## src/logic/dcei_pkg.sv

```systemverilog
// constants and carrier types for the dma channel event and irq slice
package dcei_pkg;

	// ****************************************************************
	// register offsets (byte addresses on the apb)
	// ****************************************************************
	localparam logic [11:0] OFF_EVENT     = 12'h000;
	localparam logic [11:0] OFF_IRQ       = 12'h004;
	localparam logic [11:0] OFF_SRC_START = 12'h008;
	localparam logic [11:0] OFF_DST_START = 12'h00c;
	localparam logic [11:0] OFF_CHAN_CTRL = 12'h010;

	// ****************************************************************
	// field positions
	// ****************************************************************
	localparam int EV_FORCE_BIT  = 7;
	localparam int EV_ABORT_BIT  = 6;
	localparam int EV_PAT_BIT    = 5;
	localparam int EV_SIRQ_BIT   = 4;
	localparam int EV_AIRQ_BIT   = 3;
	localparam int EV_SSEL_LSB   = 8;
	localparam int EV_ASEL_LSB   = 16;
	localparam int IRQ_IE_LSB    = 16;
	localparam int CTRL_ON_BIT   = 0;
	localparam int CTRL_BUSY_BIT = 15;
	localparam int FL_SRC_DONE   = 7;
	localparam int FL_SRC_HALF   = 6;
	localparam int FL_DST_DONE   = 5;
	localparam int FL_DST_HALF   = 4;
	localparam int FL_BLOCK      = 3;
	localparam int FL_CELL       = 2;
	localparam int FL_ABORT      = 1;
	localparam int FL_ADDR_ERR   = 0;

	// ****************************************************************
	// reset values and sizes
	// ****************************************************************
	localparam logic [7:0]  SEL_RST        = 8'hff;
	localparam logic [7:0]  FLAGS_RST      = 8'h00;
	localparam logic [31:0] ADDR_RST       = 32'h0000_0000;
	localparam logic [16:0] SIZE_ZERO_BYTES = 17'h10000;

	// ****************************************************************
	// carrier types
	// ****************************************************************
	typedef struct packed {
		logic        psel;
		logic        penable;
		logic        pwrite;
		logic [11:0] paddr;
		logic [31:0] pwdata;
	} dcei_apb_req_t;

	typedef struct packed {
		logic [15:0] src_size;
		logic [15:0] dst_size;
		logic [16:0] src_ptr;
		logic [16:0] dst_ptr;
		logic        cell_done;
		logic        pattern_match;
		logic        addr_error;
		logic        irq_valid;
		logic [7:0]  irq_num;
	} dcei_xfer_in_t;

	typedef struct packed {
		logic [7:0]  start_sel;
		logic [7:0]  abort_sel;
		logic        pat_en;
		logic        sirq_en;
		logic        airq_en;
		logic [7:0]  ie;
		logic [7:0]  flags;
		logic [31:0] src_start;
		logic [31:0] dst_start;
		logic        chan_on;
		logic        busy;
		logic        start_pulse;
		logic        abort_pulse;
		logic [4:0]  match_prev;
		logic [31:0] rdata;
		logic        slverr;
	} dcei_state_t;

endpackage

```

## src/logic/dcei_top.sv

```systemverilog
// dma channel event, irq flag and start address slice with apb registers
`timescale 1ns/1ns
module dcei_top
	import dcei_pkg::*;
(
	input  wire logic                    REF_CLK_IN,
	input  wire logic                    RSTN_IN,
	input  wire logic                    CE_IN,
	input  wire dcei_pkg::dcei_apb_req_t APB_REQ_IN,
	output logic                         PREADY_OUT,
	output logic [31:0]                  PRDATA_OUT,
	output logic                         PSLVERR_OUT,
	input  wire dcei_pkg::dcei_xfer_in_t XFER_IN,
	output logic                         START_OUT,
	output logic                         ABORT_OUT,
	output logic                         BUSY_OUT,
	output logic                         CHANNEL_ON_OUT,
	output logic                         IRQ_OUT,
	output logic [31:0]                  SRC_START_OUT,
	output logic [31:0]                  DST_START_OUT
);
	import dcei_pkg::*;

	// ****************************************************************
	// reset release
	// ****************************************************************
	logic [1:0]  rst_sync;
	logic        rst_n;

	always_ff @(posedge REF_CLK_IN or negedge RSTN_IN)
	begin
		if (!RSTN_IN)
			rst_sync <= 2'h0;
		else
			rst_sync <= {rst_sync[0], 1'b1};
	end
	assign rst_n = rst_sync[1];

	// ****************************************************************
	// event decode
	// ****************************************************************
	dcei_state_t s;
	dcei_state_t next_s;
	logic        setup;
	logic        mapped;
	logic        wr;
	logic        wr_event;
	logic        wr_irq;
	logic [16:0] src_eff;
	logic [16:0] dst_eff;
	logic [4:0]  match_now;
	logic        start_hit;
	logic        abort_hit;
	logic        pat_abort;
	logic        sw_force;
	logic        sw_abort;
	logic        abort_any;
	logic        start_any;
	logic [7:0]  flag_set;
	logic [31:0] read_mux;

	assign setup  = APB_REQ_IN.psel && !APB_REQ_IN.penable;
	assign mapped = APB_REQ_IN.paddr == OFF_EVENT
		|| APB_REQ_IN.paddr == OFF_IRQ
		|| APB_REQ_IN.paddr == OFF_SRC_START
		|| APB_REQ_IN.paddr == OFF_DST_START
		|| APB_REQ_IN.paddr == OFF_CHAN_CTRL;
	assign wr = APB_REQ_IN.psel && APB_REQ_IN.penable
		&& APB_REQ_IN.pwrite && mapped;
	assign wr_event = wr && APB_REQ_IN.paddr == OFF_EVENT;
	assign wr_irq   = wr && APB_REQ_IN.paddr == OFF_IRQ;

	// zero size stands for the full 64 kib range
	assign src_eff = (XFER_IN.src_size == 16'h0000) ? SIZE_ZERO_BYTES
		: {1'b0, XFER_IN.src_size};
	assign dst_eff = (XFER_IN.dst_size == 16'h0000) ? SIZE_ZERO_BYTES
		: {1'b0, XFER_IN.dst_size};

	// flags fire on the edge of a match so a cleared flag stays clear
	// while the pointer rests on the same value
	always_comb
	begin
		match_now[4] = XFER_IN.src_ptr == src_eff;
		match_now[3] = XFER_IN.src_ptr == (src_eff >> 1);
		match_now[2] = XFER_IN.dst_ptr == dst_eff;
		match_now[1] = XFER_IN.dst_ptr == (dst_eff >> 1);
		if (src_eff >= dst_eff)
			match_now[0] = match_now[4];
		else
			match_now[0] = match_now[2];
	end

	assign start_hit = XFER_IN.irq_valid && s.sirq_en
		&& XFER_IN.irq_num == s.start_sel;
	assign abort_hit = XFER_IN.irq_valid && s.airq_en
		&& XFER_IN.irq_num == s.abort_sel;
	assign pat_abort = XFER_IN.pattern_match && s.pat_en;
	assign sw_force  = wr_event && APB_REQ_IN.pwdata[EV_FORCE_BIT];
	assign sw_abort  = wr_event && APB_REQ_IN.pwdata[EV_ABORT_BIT];
	assign abort_any = sw_abort || abort_hit || pat_abort;
	// abort outranks a start in the same cycle
	assign start_any = (sw_force || start_hit) && !abort_any;

	always_comb
	begin
		flag_set = 8'h00;
		flag_set[FL_SRC_DONE] = match_now[4] && !s.match_prev[4];
		flag_set[FL_SRC_HALF] = match_now[3] && !s.match_prev[3];
		flag_set[FL_DST_DONE] = match_now[2] && !s.match_prev[2];
		flag_set[FL_DST_HALF] = match_now[1] && !s.match_prev[1];
		flag_set[FL_BLOCK]    = (match_now[0] && !s.match_prev[0])
			|| XFER_IN.pattern_match;
		flag_set[FL_CELL]     = XFER_IN.cell_done;
		flag_set[FL_ABORT]    = abort_hit;
		flag_set[FL_ADDR_ERR] = XFER_IN.addr_error;
	end

	// ****************************************************************
	// register read view
	// ****************************************************************
	always_comb
	begin
		read_mux = 32'h0000_0000;
		unique case (APB_REQ_IN.paddr)
			OFF_EVENT:
			begin
				// strobes and bits 2..0 always read zero
				read_mux[EV_ASEL_LSB +: 8] = s.abort_sel;
				read_mux[EV_SSEL_LSB +: 8] = s.start_sel;
				read_mux[EV_PAT_BIT]  = s.pat_en;
				read_mux[EV_SIRQ_BIT] = s.sirq_en;
				read_mux[EV_AIRQ_BIT] = s.airq_en;
			end
			OFF_IRQ:
			begin
				read_mux[IRQ_IE_LSB +: 8] = s.ie;
				read_mux[7:0] = s.flags;
			end
			OFF_SRC_START: read_mux = s.src_start;
			OFF_DST_START: read_mux = s.dst_start;
			OFF_CHAN_CTRL:
			begin
				read_mux[CTRL_BUSY_BIT] = s.busy;
				read_mux[CTRL_ON_BIT]   = s.chan_on;
			end
			default: read_mux = 32'h0000_0000;
		endcase
	end

	// ****************************************************************
	// next state
	// ****************************************************************
	always_comb
	begin
		next_s = s;
		next_s.start_pulse = start_any;
		next_s.abort_pulse = abort_any;
		next_s.match_prev  = match_now;
		if (setup)
		begin
			next_s.rdata  = APB_REQ_IN.pwrite ? 32'h0000_0000 : read_mux;
			next_s.slverr = !mapped;
		end
		if (wr_event)
		begin
			next_s.abort_sel = APB_REQ_IN.pwdata[EV_ASEL_LSB +: 8];
			next_s.start_sel = APB_REQ_IN.pwdata[EV_SSEL_LSB +: 8];
			next_s.pat_en    = APB_REQ_IN.pwdata[EV_PAT_BIT];
			next_s.sirq_en   = APB_REQ_IN.pwdata[EV_SIRQ_BIT];
			next_s.airq_en   = APB_REQ_IN.pwdata[EV_AIRQ_BIT];
		end
		if (wr && APB_REQ_IN.paddr == OFF_SRC_START)
			next_s.src_start = APB_REQ_IN.pwdata;
		if (wr && APB_REQ_IN.paddr == OFF_DST_START)
			next_s.dst_start = APB_REQ_IN.pwdata;
		if (wr && APB_REQ_IN.paddr == OFF_CHAN_CTRL)
			next_s.chan_on = APB_REQ_IN.pwdata[CTRL_ON_BIT];
		// hardware clear of channel_on wins over a software set
		if (pat_abort)
			next_s.chan_on = 1'b0;
		if (wr_irq)
		begin
			next_s.ie    = APB_REQ_IN.pwdata[IRQ_IE_LSB +: 8];
			next_s.flags = APB_REQ_IN.pwdata[7:0];
		end
		// a flag event in the clearing cycle still lands
		next_s.flags = next_s.flags | flag_set;
		if (abort_any)
			next_s.busy = 1'b0;
		else if (start_any)
			next_s.busy = 1'b1;
		else if (match_now[0] && !s.match_prev[0])
			next_s.busy = 1'b0;
	end

	always_ff @(posedge REF_CLK_IN or negedge rst_n)
	begin
		if (!rst_n)
		begin
			s            <= '0;
			s.start_sel  <= SEL_RST;
			s.abort_sel  <= SEL_RST;
			s.flags      <= FLAGS_RST;
			s.src_start  <= ADDR_RST;
			s.dst_start  <= ADDR_RST;
			s.match_prev <= 5'h1f;
		end
		else if (CE_IN)
			s <= next_s;
	end

	// ****************************************************************
	// outputs
	// ****************************************************************
	// one wait-free access phase: read data was captured in setup
	assign PREADY_OUT     = 1'b1;
	assign PRDATA_OUT     = s.rdata;
	assign PSLVERR_OUT    = s.slverr && APB_REQ_IN.psel
		&& APB_REQ_IN.penable;
	assign START_OUT      = s.start_pulse;
	assign ABORT_OUT      = s.abort_pulse;
	assign BUSY_OUT       = s.busy;
	assign CHANNEL_ON_OUT = s.chan_on;
	assign IRQ_OUT        = |(s.flags & s.ie);
	assign SRC_START_OUT  = s.src_start;
	assign DST_START_OUT  = s.dst_start;
endmodule
```

## config.mk

```make
export PLATFORM = sky130hd
export DESIGN_NAME = dcei_top
export DESIGN_NICKNAME = d
export VERILOG_FILES = /design/src/logic/dcei_pkg.sv /design/src/logic/dcei_top.sv
export SDC_FILE = /design/constraint.sdc
export NUM_CORES = 1
export LEC_CHECK = 0
export BUFFER_PORTS_ARGS = -buffer_cell sky130_fd_sc_hd__buf_2
export CAP_MARGIN = 40
export CORE_AREA = 2 2 123 125
export CTS_BUF_LIST = sky130_fd_sc_hd__clkbuf_8
export DETAILED_ROUTE_END_ITERATION = 7
export DIE_AREA = 0 0 125 127
export PLACE_DENSITY = 0.95
export SYNTH_ARGS = -nofsm -noshare
export SYNTH_HDL_FRONTEND = slang
export SYNTH_SLANG_ARGS = --single-unit
```

## constraint.sdc

```tcl
create_clock -name REF_CLK_IN -period 9.2 [get_ports REF_CLK_IN]
set_input_delay 0.92 -clock REF_CLK_IN [delete_from_list [all_inputs] [get_ports REF_CLK_IN]]
set_output_delay 0.92 -clock REF_CLK_IN [all_outputs]
set_load 0.1 [all_outputs]
```

==> results of run 1 <==
synth_stat cells (5+ instances only):
cell | n | area [µm²]
a21oi_1 | 18 | 90.1
a22o_1 | 11 | 96.3
a22oi_1 | 16 | 120
a31oi_1 | 5 | 31.3
and3_1 | 5 | 31.3
buf_1 | 5 | 18.8
buf_4 | 99 | 743
clkbuf_1 | 29 | 109
dfrtp_1 | 122 | 3050
dfstp_2 | 21 | 552
ha_1 | 17 | 213
inv_1 | 26 | 97.6
mux2_1 | 79 | 890
mux2_2 | 16 | 180
mux2i_1 | 12 | 120
mux4_2 | 11 | 248
nand2_1 | 58 | 218
nand2b_1 | 5 | 31.3
nand3_1 | 10 | 50.1
nand4_1 | 17 | 106
nor2_1 | 10 | 37.5
nor3_1 | 8 | 40.0
nor4_1 | 19 | 119
o21ai_1 | 24 | 120
xnor2_1 | 45 | 394
xor2_1 | 33 | 289
final cells by class:
| class | count | area (µm²) | area share, % |
|---|---|---|---|
| multi-input cells | 463 | 3810 | 40.1 |
| diodes | 2 | 5.00 | 0.0528 |
| flip-flops and latches | 143 | 3610 | 38.0 |
| repair buffers | 236 | 1260 | 13.3 |
| inverters | 26 | 97.6 | 1.03 |
| clock buffers | 19 | 262 | 2.76 |
| clock inverters | 12 | 216 | 2.28 |
| well taps | 184 | 230 | 2.43 |
flip-flops by register name, indices dropped and copies added, names as in the netlist:
| signal | cells |
|---|---|
| s | 41 |
| DST_START_OUT | 32 |
| PRDATA_OUT | 32 |
| SRC_START_OUT | 32 |
| rst_sync | 2 |
| ABORT_OUT | 1 |
| BUSY_OUT | 1 |
| CHANNEL_ON_OUT | 1 |
| START_OUT | 1 |
worst register-to-register path: stages (launching register included):
cell and delay [ns]:
dfstp_2 0.57, xnor2_1 0.14, nand3_1 0.11, nor3_1 0.49, nor3_1 0.21, o211ai_1 0.20
o211ai_1 0.13
through the flow:
step	hold WS, ns	util [%]	std cells	setup WS [ns]
CTS	0.158	65.7	1083	6.03
detailed placement	0.150	62.4	1052	5.68
global placement	0.339	61.8	1048	5.69
global route	0.166	65.7	1084	5.90
finish	0.148	65.8	1085	5.92
floorplan	0.331	-	774	4.96
worst max path at each step:
stage,from,slack [ns],to,cells past startpoint
after floorplan,rst_sync[1],4.96,ABORT_OUT,0
after global placement,APB_REQ_IN[34],5.69,s[122],4
after detailed placement,APB_REQ_IN[41],5.68,SRC_START_OUT[3],8
after CTS,APB_REQ_IN[41],6.03,DST_START_OUT[8],6
after global routing,APB_REQ_IN[41],5.90,SRC_START_OUT[20],8
final,APB_REQ_IN[41],5.92,DST_START_OUT[8],6
report_power, final:
group	total, mW	leakage, nW	switching [mW]	internal, mW
clock network	0.601	0.235	0.240	0.361
logic	0.149	2.79	0.0906	0.0579
registers	0.635	1.89	0.00305	0.632
cell families (layout without fill, tap and decap cells):
group                    count (synthesis)  count (layout)  synth area share, %
adder cells (fa/ha/maj)                 17              17                 2.52
flip-flops                             143             143                 42.7
other                                    1               4               0.0444
buffers and inverters                  168             293                 12.4
AO/OA/AOI/OAI                           95              95                 7.30
multiplexers                           119             119                 17.2
XOR/XNOR                                78              78                 8.09
AND/OR/NAND/NOR                        152             152                 9.82
layer usage:
| layer | track usage (%) | up-vias | part of all wire, % |
|---|---|---|---|
| li1 | - | 2839 | - |
| met1 | 34.6 | 3160 | 36 |
| met2 | 50.0 | 466 | 50 |
| met3 | 7.12 | 98 | 9.7 |
| met4 | 11.7 | 2 | 4.8 |
| met5 | 0 | - | 0.049 |
==> metrics, run 1 <==
outcome=completed; Data arrival, critical path=3.61 ns; pin count of the biggest net entering global routing=70; Vias=6565; Post-Route WL=22600 µm; Top Ports=231; Unique masters post-synth=57; post-cts repair resize count=0; fin area=9480 µm²; Static Leak=4.91 nW; drt wl/cell=20.8 µm; Top delay family on crit path=simple AND/OR/NAND/NOR gates; Cell Pwr Density=146 nW/µm²; Post-synth EDFFs=0; total negative slack=0 ns; final hold vios=0; Horiz. Die Dim=125 µm; share of layout cells above drive strength 1=36.4%; Fmax=0.305 GHz; Worst-Skew Late Latency=0.45 ns; CP max stage delay=0.68 ns; CTS tree=yes; min Tclk post-route=3.28 ns; Mapped Area=8450 µm²; yosys warns=0; leading cell type in the layout, fill and taps excluded=buf_2; setup violators final=0; FP Rows=44; worst-path fanout max=35; number of global-route vias before repair=6634; initial antenna violation count=3; Final HPWL DP=16400 µm; HP Class=flip-flop to async pin; Slew Limit Fails=0; Tightest Pin Transition=0.955 ns; clk root buf=clkbuf_8; die area=15900 µm²; Req. time, crit path=9.53 ns; CTS Buf Count=17; CP Cell Sequence=buf_2 -> nor4_1 -> nand3_1 -> nor3_4 -> nand4_4 -> mux2_1; Tot Pwr=1.38 mW; # clock sinks=143; Layout fillers=998; Clock Path Buffers=2; maxcap violations=0; Mapped Avg Cell Area=10.9 µm²; Crit-path slowest cell=nand4_4; FF-to-FF setup slack=7.22 ns; IR drop worst, VDD=0.0953 mV; vias per cell=6.05; Worst-path clk slew=0.08 ns; DRC Markers=0; Synth Flop Type=dfrtp_1; H-tree levels=4; commonest cells after routing, fill and taps aside=229 x buf_2, 121 x dfrtp_1, 79 x mux2_1; Max-Slew Margin vs Limit=36.1%; Mapped Cells=773; Final #Nets=1032; core footprint=14400 µm²; Post-CTS Setup Bufs=0; Setup crit end kind=flip-flop; first-pass GRT wire length=35900 µm; worst clock skew=0.0112 ns; RSZ-0062 raised after global routing=false; Overall Global Routing Usage=28.8%; PortBufs=229; Worst R2R End=BUSY_OUT; Synth-to-Final Area Change=12.3%; startpoint types=input port; Area after DPL=9000 µm²; ANT nets after route=0; Starting Density=58.6%; die extent in y=127 µm; Initial DRC Count=624; WP buf/inv=1; first drt pass iteration count=6; sequential area share after synthesis=42.7%; FF-to-FF path depth=6; final clock period utilization by the worst path=35.6%; hold buffers post-CTS=0; reg2reg start=s[126]; post-synthesis register bit count=143; GRT overflow=0; routability cong.=0.887; ys async rst share=100%; Worst Setup Path Type=input port to flip-flop
Note: power is estimated with default switching activity, not from simulation.
==> run 2, diff against run 1 <==
--- a/config.mk
+++ b/config.mk
@@ -5,13 +5,14 @@
 export SDC_FILE = /design/constraint.sdc
 export NUM_CORES = 1
 export LEC_CHECK = 0
+export ABC_AREA = 1
 export BUFFER_PORTS_ARGS = -buffer_cell sky130_fd_sc_hd__buf_2
 export CAP_MARGIN = 40
-export CORE_AREA = 2 2 123 125
+export CORE_AREA = 2 2 130 132
 export CTS_BUF_LIST = sky130_fd_sc_hd__clkbuf_8
 export DETAILED_ROUTE_END_ITERATION = 7
-export DIE_AREA = 0 0 125 127
-export PLACE_DENSITY = 0.95
+export DIE_AREA = 0 0 132 134
+export PLACE_DENSITY = 0.92
 export SYNTH_ARGS = -nofsm -noshare
 export SYNTH_HDL_FRONTEND = slang
 export SYNTH_SLANG_ARGS = --single-unit
==> constraint.sdc (replaced) <==
create_clock -name REF_CLK_IN -period 3.1 [get_ports REF_CLK_IN]
set_input_delay 0.31 -clock REF_CLK_IN [delete_from_list [all_inputs] [get_ports REF_CLK_IN]]
set_output_delay 0.31 -clock REF_CLK_IN [all_outputs]
set_load 0.1 [all_outputs]
==> metrics, run 2 <==
# clock sinks=143; Worst-path clk slew=0.08 ns; first-pass GRT wire length=40000 µm; Starting Density=55.4%; IR drop worst, VDD=0.217 mV; worst-path fanout max=3; maxcap violations=0; CTS Buf Count=17; CTS tree=yes; Mapped Avg Cell Area=8.03 µm²; yosys warns=0; Worst Setup Path Type=flip-flop to output port; GRT overflow=0; H-tree levels=4; Synth Flop Type=dfrtp_1; share of the synthesized area in the top cell type=33.8%; Top Ports=231; routability cong.=0.929; Req. time, crit path=2.79 ns; Fmax=0.445 GHz; Max-Slew Margin vs Limit=48.5%; HP Class=input port to flip-flop; number of global-route vias before repair=7974; Unique masters post-synth=43; pin count of the biggest net entering global routing=57; setup violators final=0; Clock Path Buffers=2; startpoint types=flip-flop; die extent in y=134 µm; Final HPWL DP=18600 µm; total negative slack=0 ns; Tightest Pin Transition=0.772 ns; die area=17700 µm²; Data arrival, critical path=1.94 ns; worst clock skew=0.0126 ns; commonest cells after routing, fill and taps aside=296 x nand2_1, 229 x buf_2, 121 x dfrtp_1; register name with the most flops=s; FP Rows=47; clk root buf=clkbuf_8; final hold vios=0; drt wl/cell=16.9 µm; synth cell count leaders=296 x nand2_1, 122 x dfrtp_1, 109 x inv_1, 98 x buf_4, 71 x nor2_1; core footprint=16300 µm²; max reg flops=41; Horiz. Die Dim=132 µm; RSZ-0062 raised after global routing=false; min Tclk post-route=2.25 ns; Vias=7972; fin area=10000 µm²; ranking of synthesized cells by area=dfrtp_1 34%, nand2_1 12%, buf_4 8.1%, dfstp_2 6.1%, inv_1 4.5%; ANT nets after route=0; share of layout cells above drive strength 1=29.0%; Mapped Area=9030 µm²; leading cell type in the layout, fill and taps excluded=nand2_1; vias per cell=5.41; final clock period utilization by the worst path=72.6%; Mapped Cells=1124; Setup crit end kind=output port; PortBufs=229; outcome=completed; Slew Limit Fails=0; Worst-Skew Late Latency=0.47 ns; sequential area share after synthesis=39.9%; DRC Markers=0; Static Leak=5.35 nW; most frequent cell after synthesis=nand2_1; first drt pass iteration count=5; initial antenna violation count=5; Synth-to-Final Area Change=10.8%; post-cts repair resize count=0; Post-Route WL=24900 µm; ys async rst share=100%; post-synthesis register bit count=143; Area after DPL=9560 µm²; Initial DRC Count=643; Overall Global Routing Usage=28.7%; Cell Pwr Density=396 nW/µm²; Layout fillers=1366; Yosys top cell by area=dfrtp_1; Post-synth EDFFs=0; Final #Nets=1382
run 2: path summary, 6_finish.rpt:
check,from,to,slack [ns],depth (start not counted)
min,APB_REQ_IN[29],DST_START_OUT[29],0.11,3
max,s[115],IRQ_OUT,0.85,4
min reg2reg,rst_sync[0],rst_sync[1],0.36,0
max in group asynchronous,rst_sync[1],s[135],1.91,1
max reg2reg,s[134],BUSY_OUT,1.42,11
min in group asynchronous,RSTN_IN,rst_sync[1],0.15,2
run 2: worst max-delay path, stage by stage (launching register included):
cell      delay [ns]
dfrtp_1         0.43
a22o_1          0.24
a221oi_1        0.24
o211ai_1        0.22
buf_2           0.35
run 2: area by class of cell:
cell class                 count  area [µm²]  area share [%]
multi-input combinational    719        3980            39.8
sequential                   143        3610            36.0
timing repair buffer         240        1270            12.7
inverter                     116         435            4.35
clock buffer                  20         275            2.75
tap                          220         275            2.75
clock inverter                12         156            1.56
antenna                        4        10.0           0.100
run 2: cells by family after synthesis:
| logic type | after synthesis | share of synthesized area [%] |
|---|---|---|
| adders and majority gates | 17 | 2.36 |
| other | 1 | 0.0415 |
| DFF | 143 | 39.9 |
| AOI/OAI and AO/OA | 182 | 13.9 |
| xor gates and xnor gates | 62 | 6.01 |
| buffers and inverters | 263 | 16.0 |
| and+or+nand+nor | 456 | 21.7 |
run 2: per-stage QoR:
stage	hold slack [ns]	utilization, %	cells	power (mW)	setup WS [ns]
2_1_floorplan	0.0144	-	1125	2.19	0.746
3_3_place_gp	0.101	58.7	1437	2.37	0.813
3_5_place_dp	0.102	58.7	1437	2.38	0.721
4_1_cts	0.0834	61.4	1470	3.98	0.867
5_1_grt	0.0966	61.4	1472	4.11	0.796
6_report	0.106	61.5	1474	3.97	0.851
run 2: report_power, final:
group,switching (mW),internal [mW]
clock network,0.755,0.865
logic,0.277,0.167
registers,0.0238,1.88
total,1.06,2.91
run 2: routing by layer:
metal	GRT usage, %	vias up	share of wire [%]
li1	-	3750	-
met1	35.2	3697	40
met2	47.0	455	47
met3	8.65	68	9.8
met4	13.3	2	3.5
met5	0	-	0.052
run 2: what timing repair did:
item                       CTS  global route
hold buffers                 1             0
setup endpoints to repair    0             0
buffers inserted             0             0
hold endpoints to repair     2             0
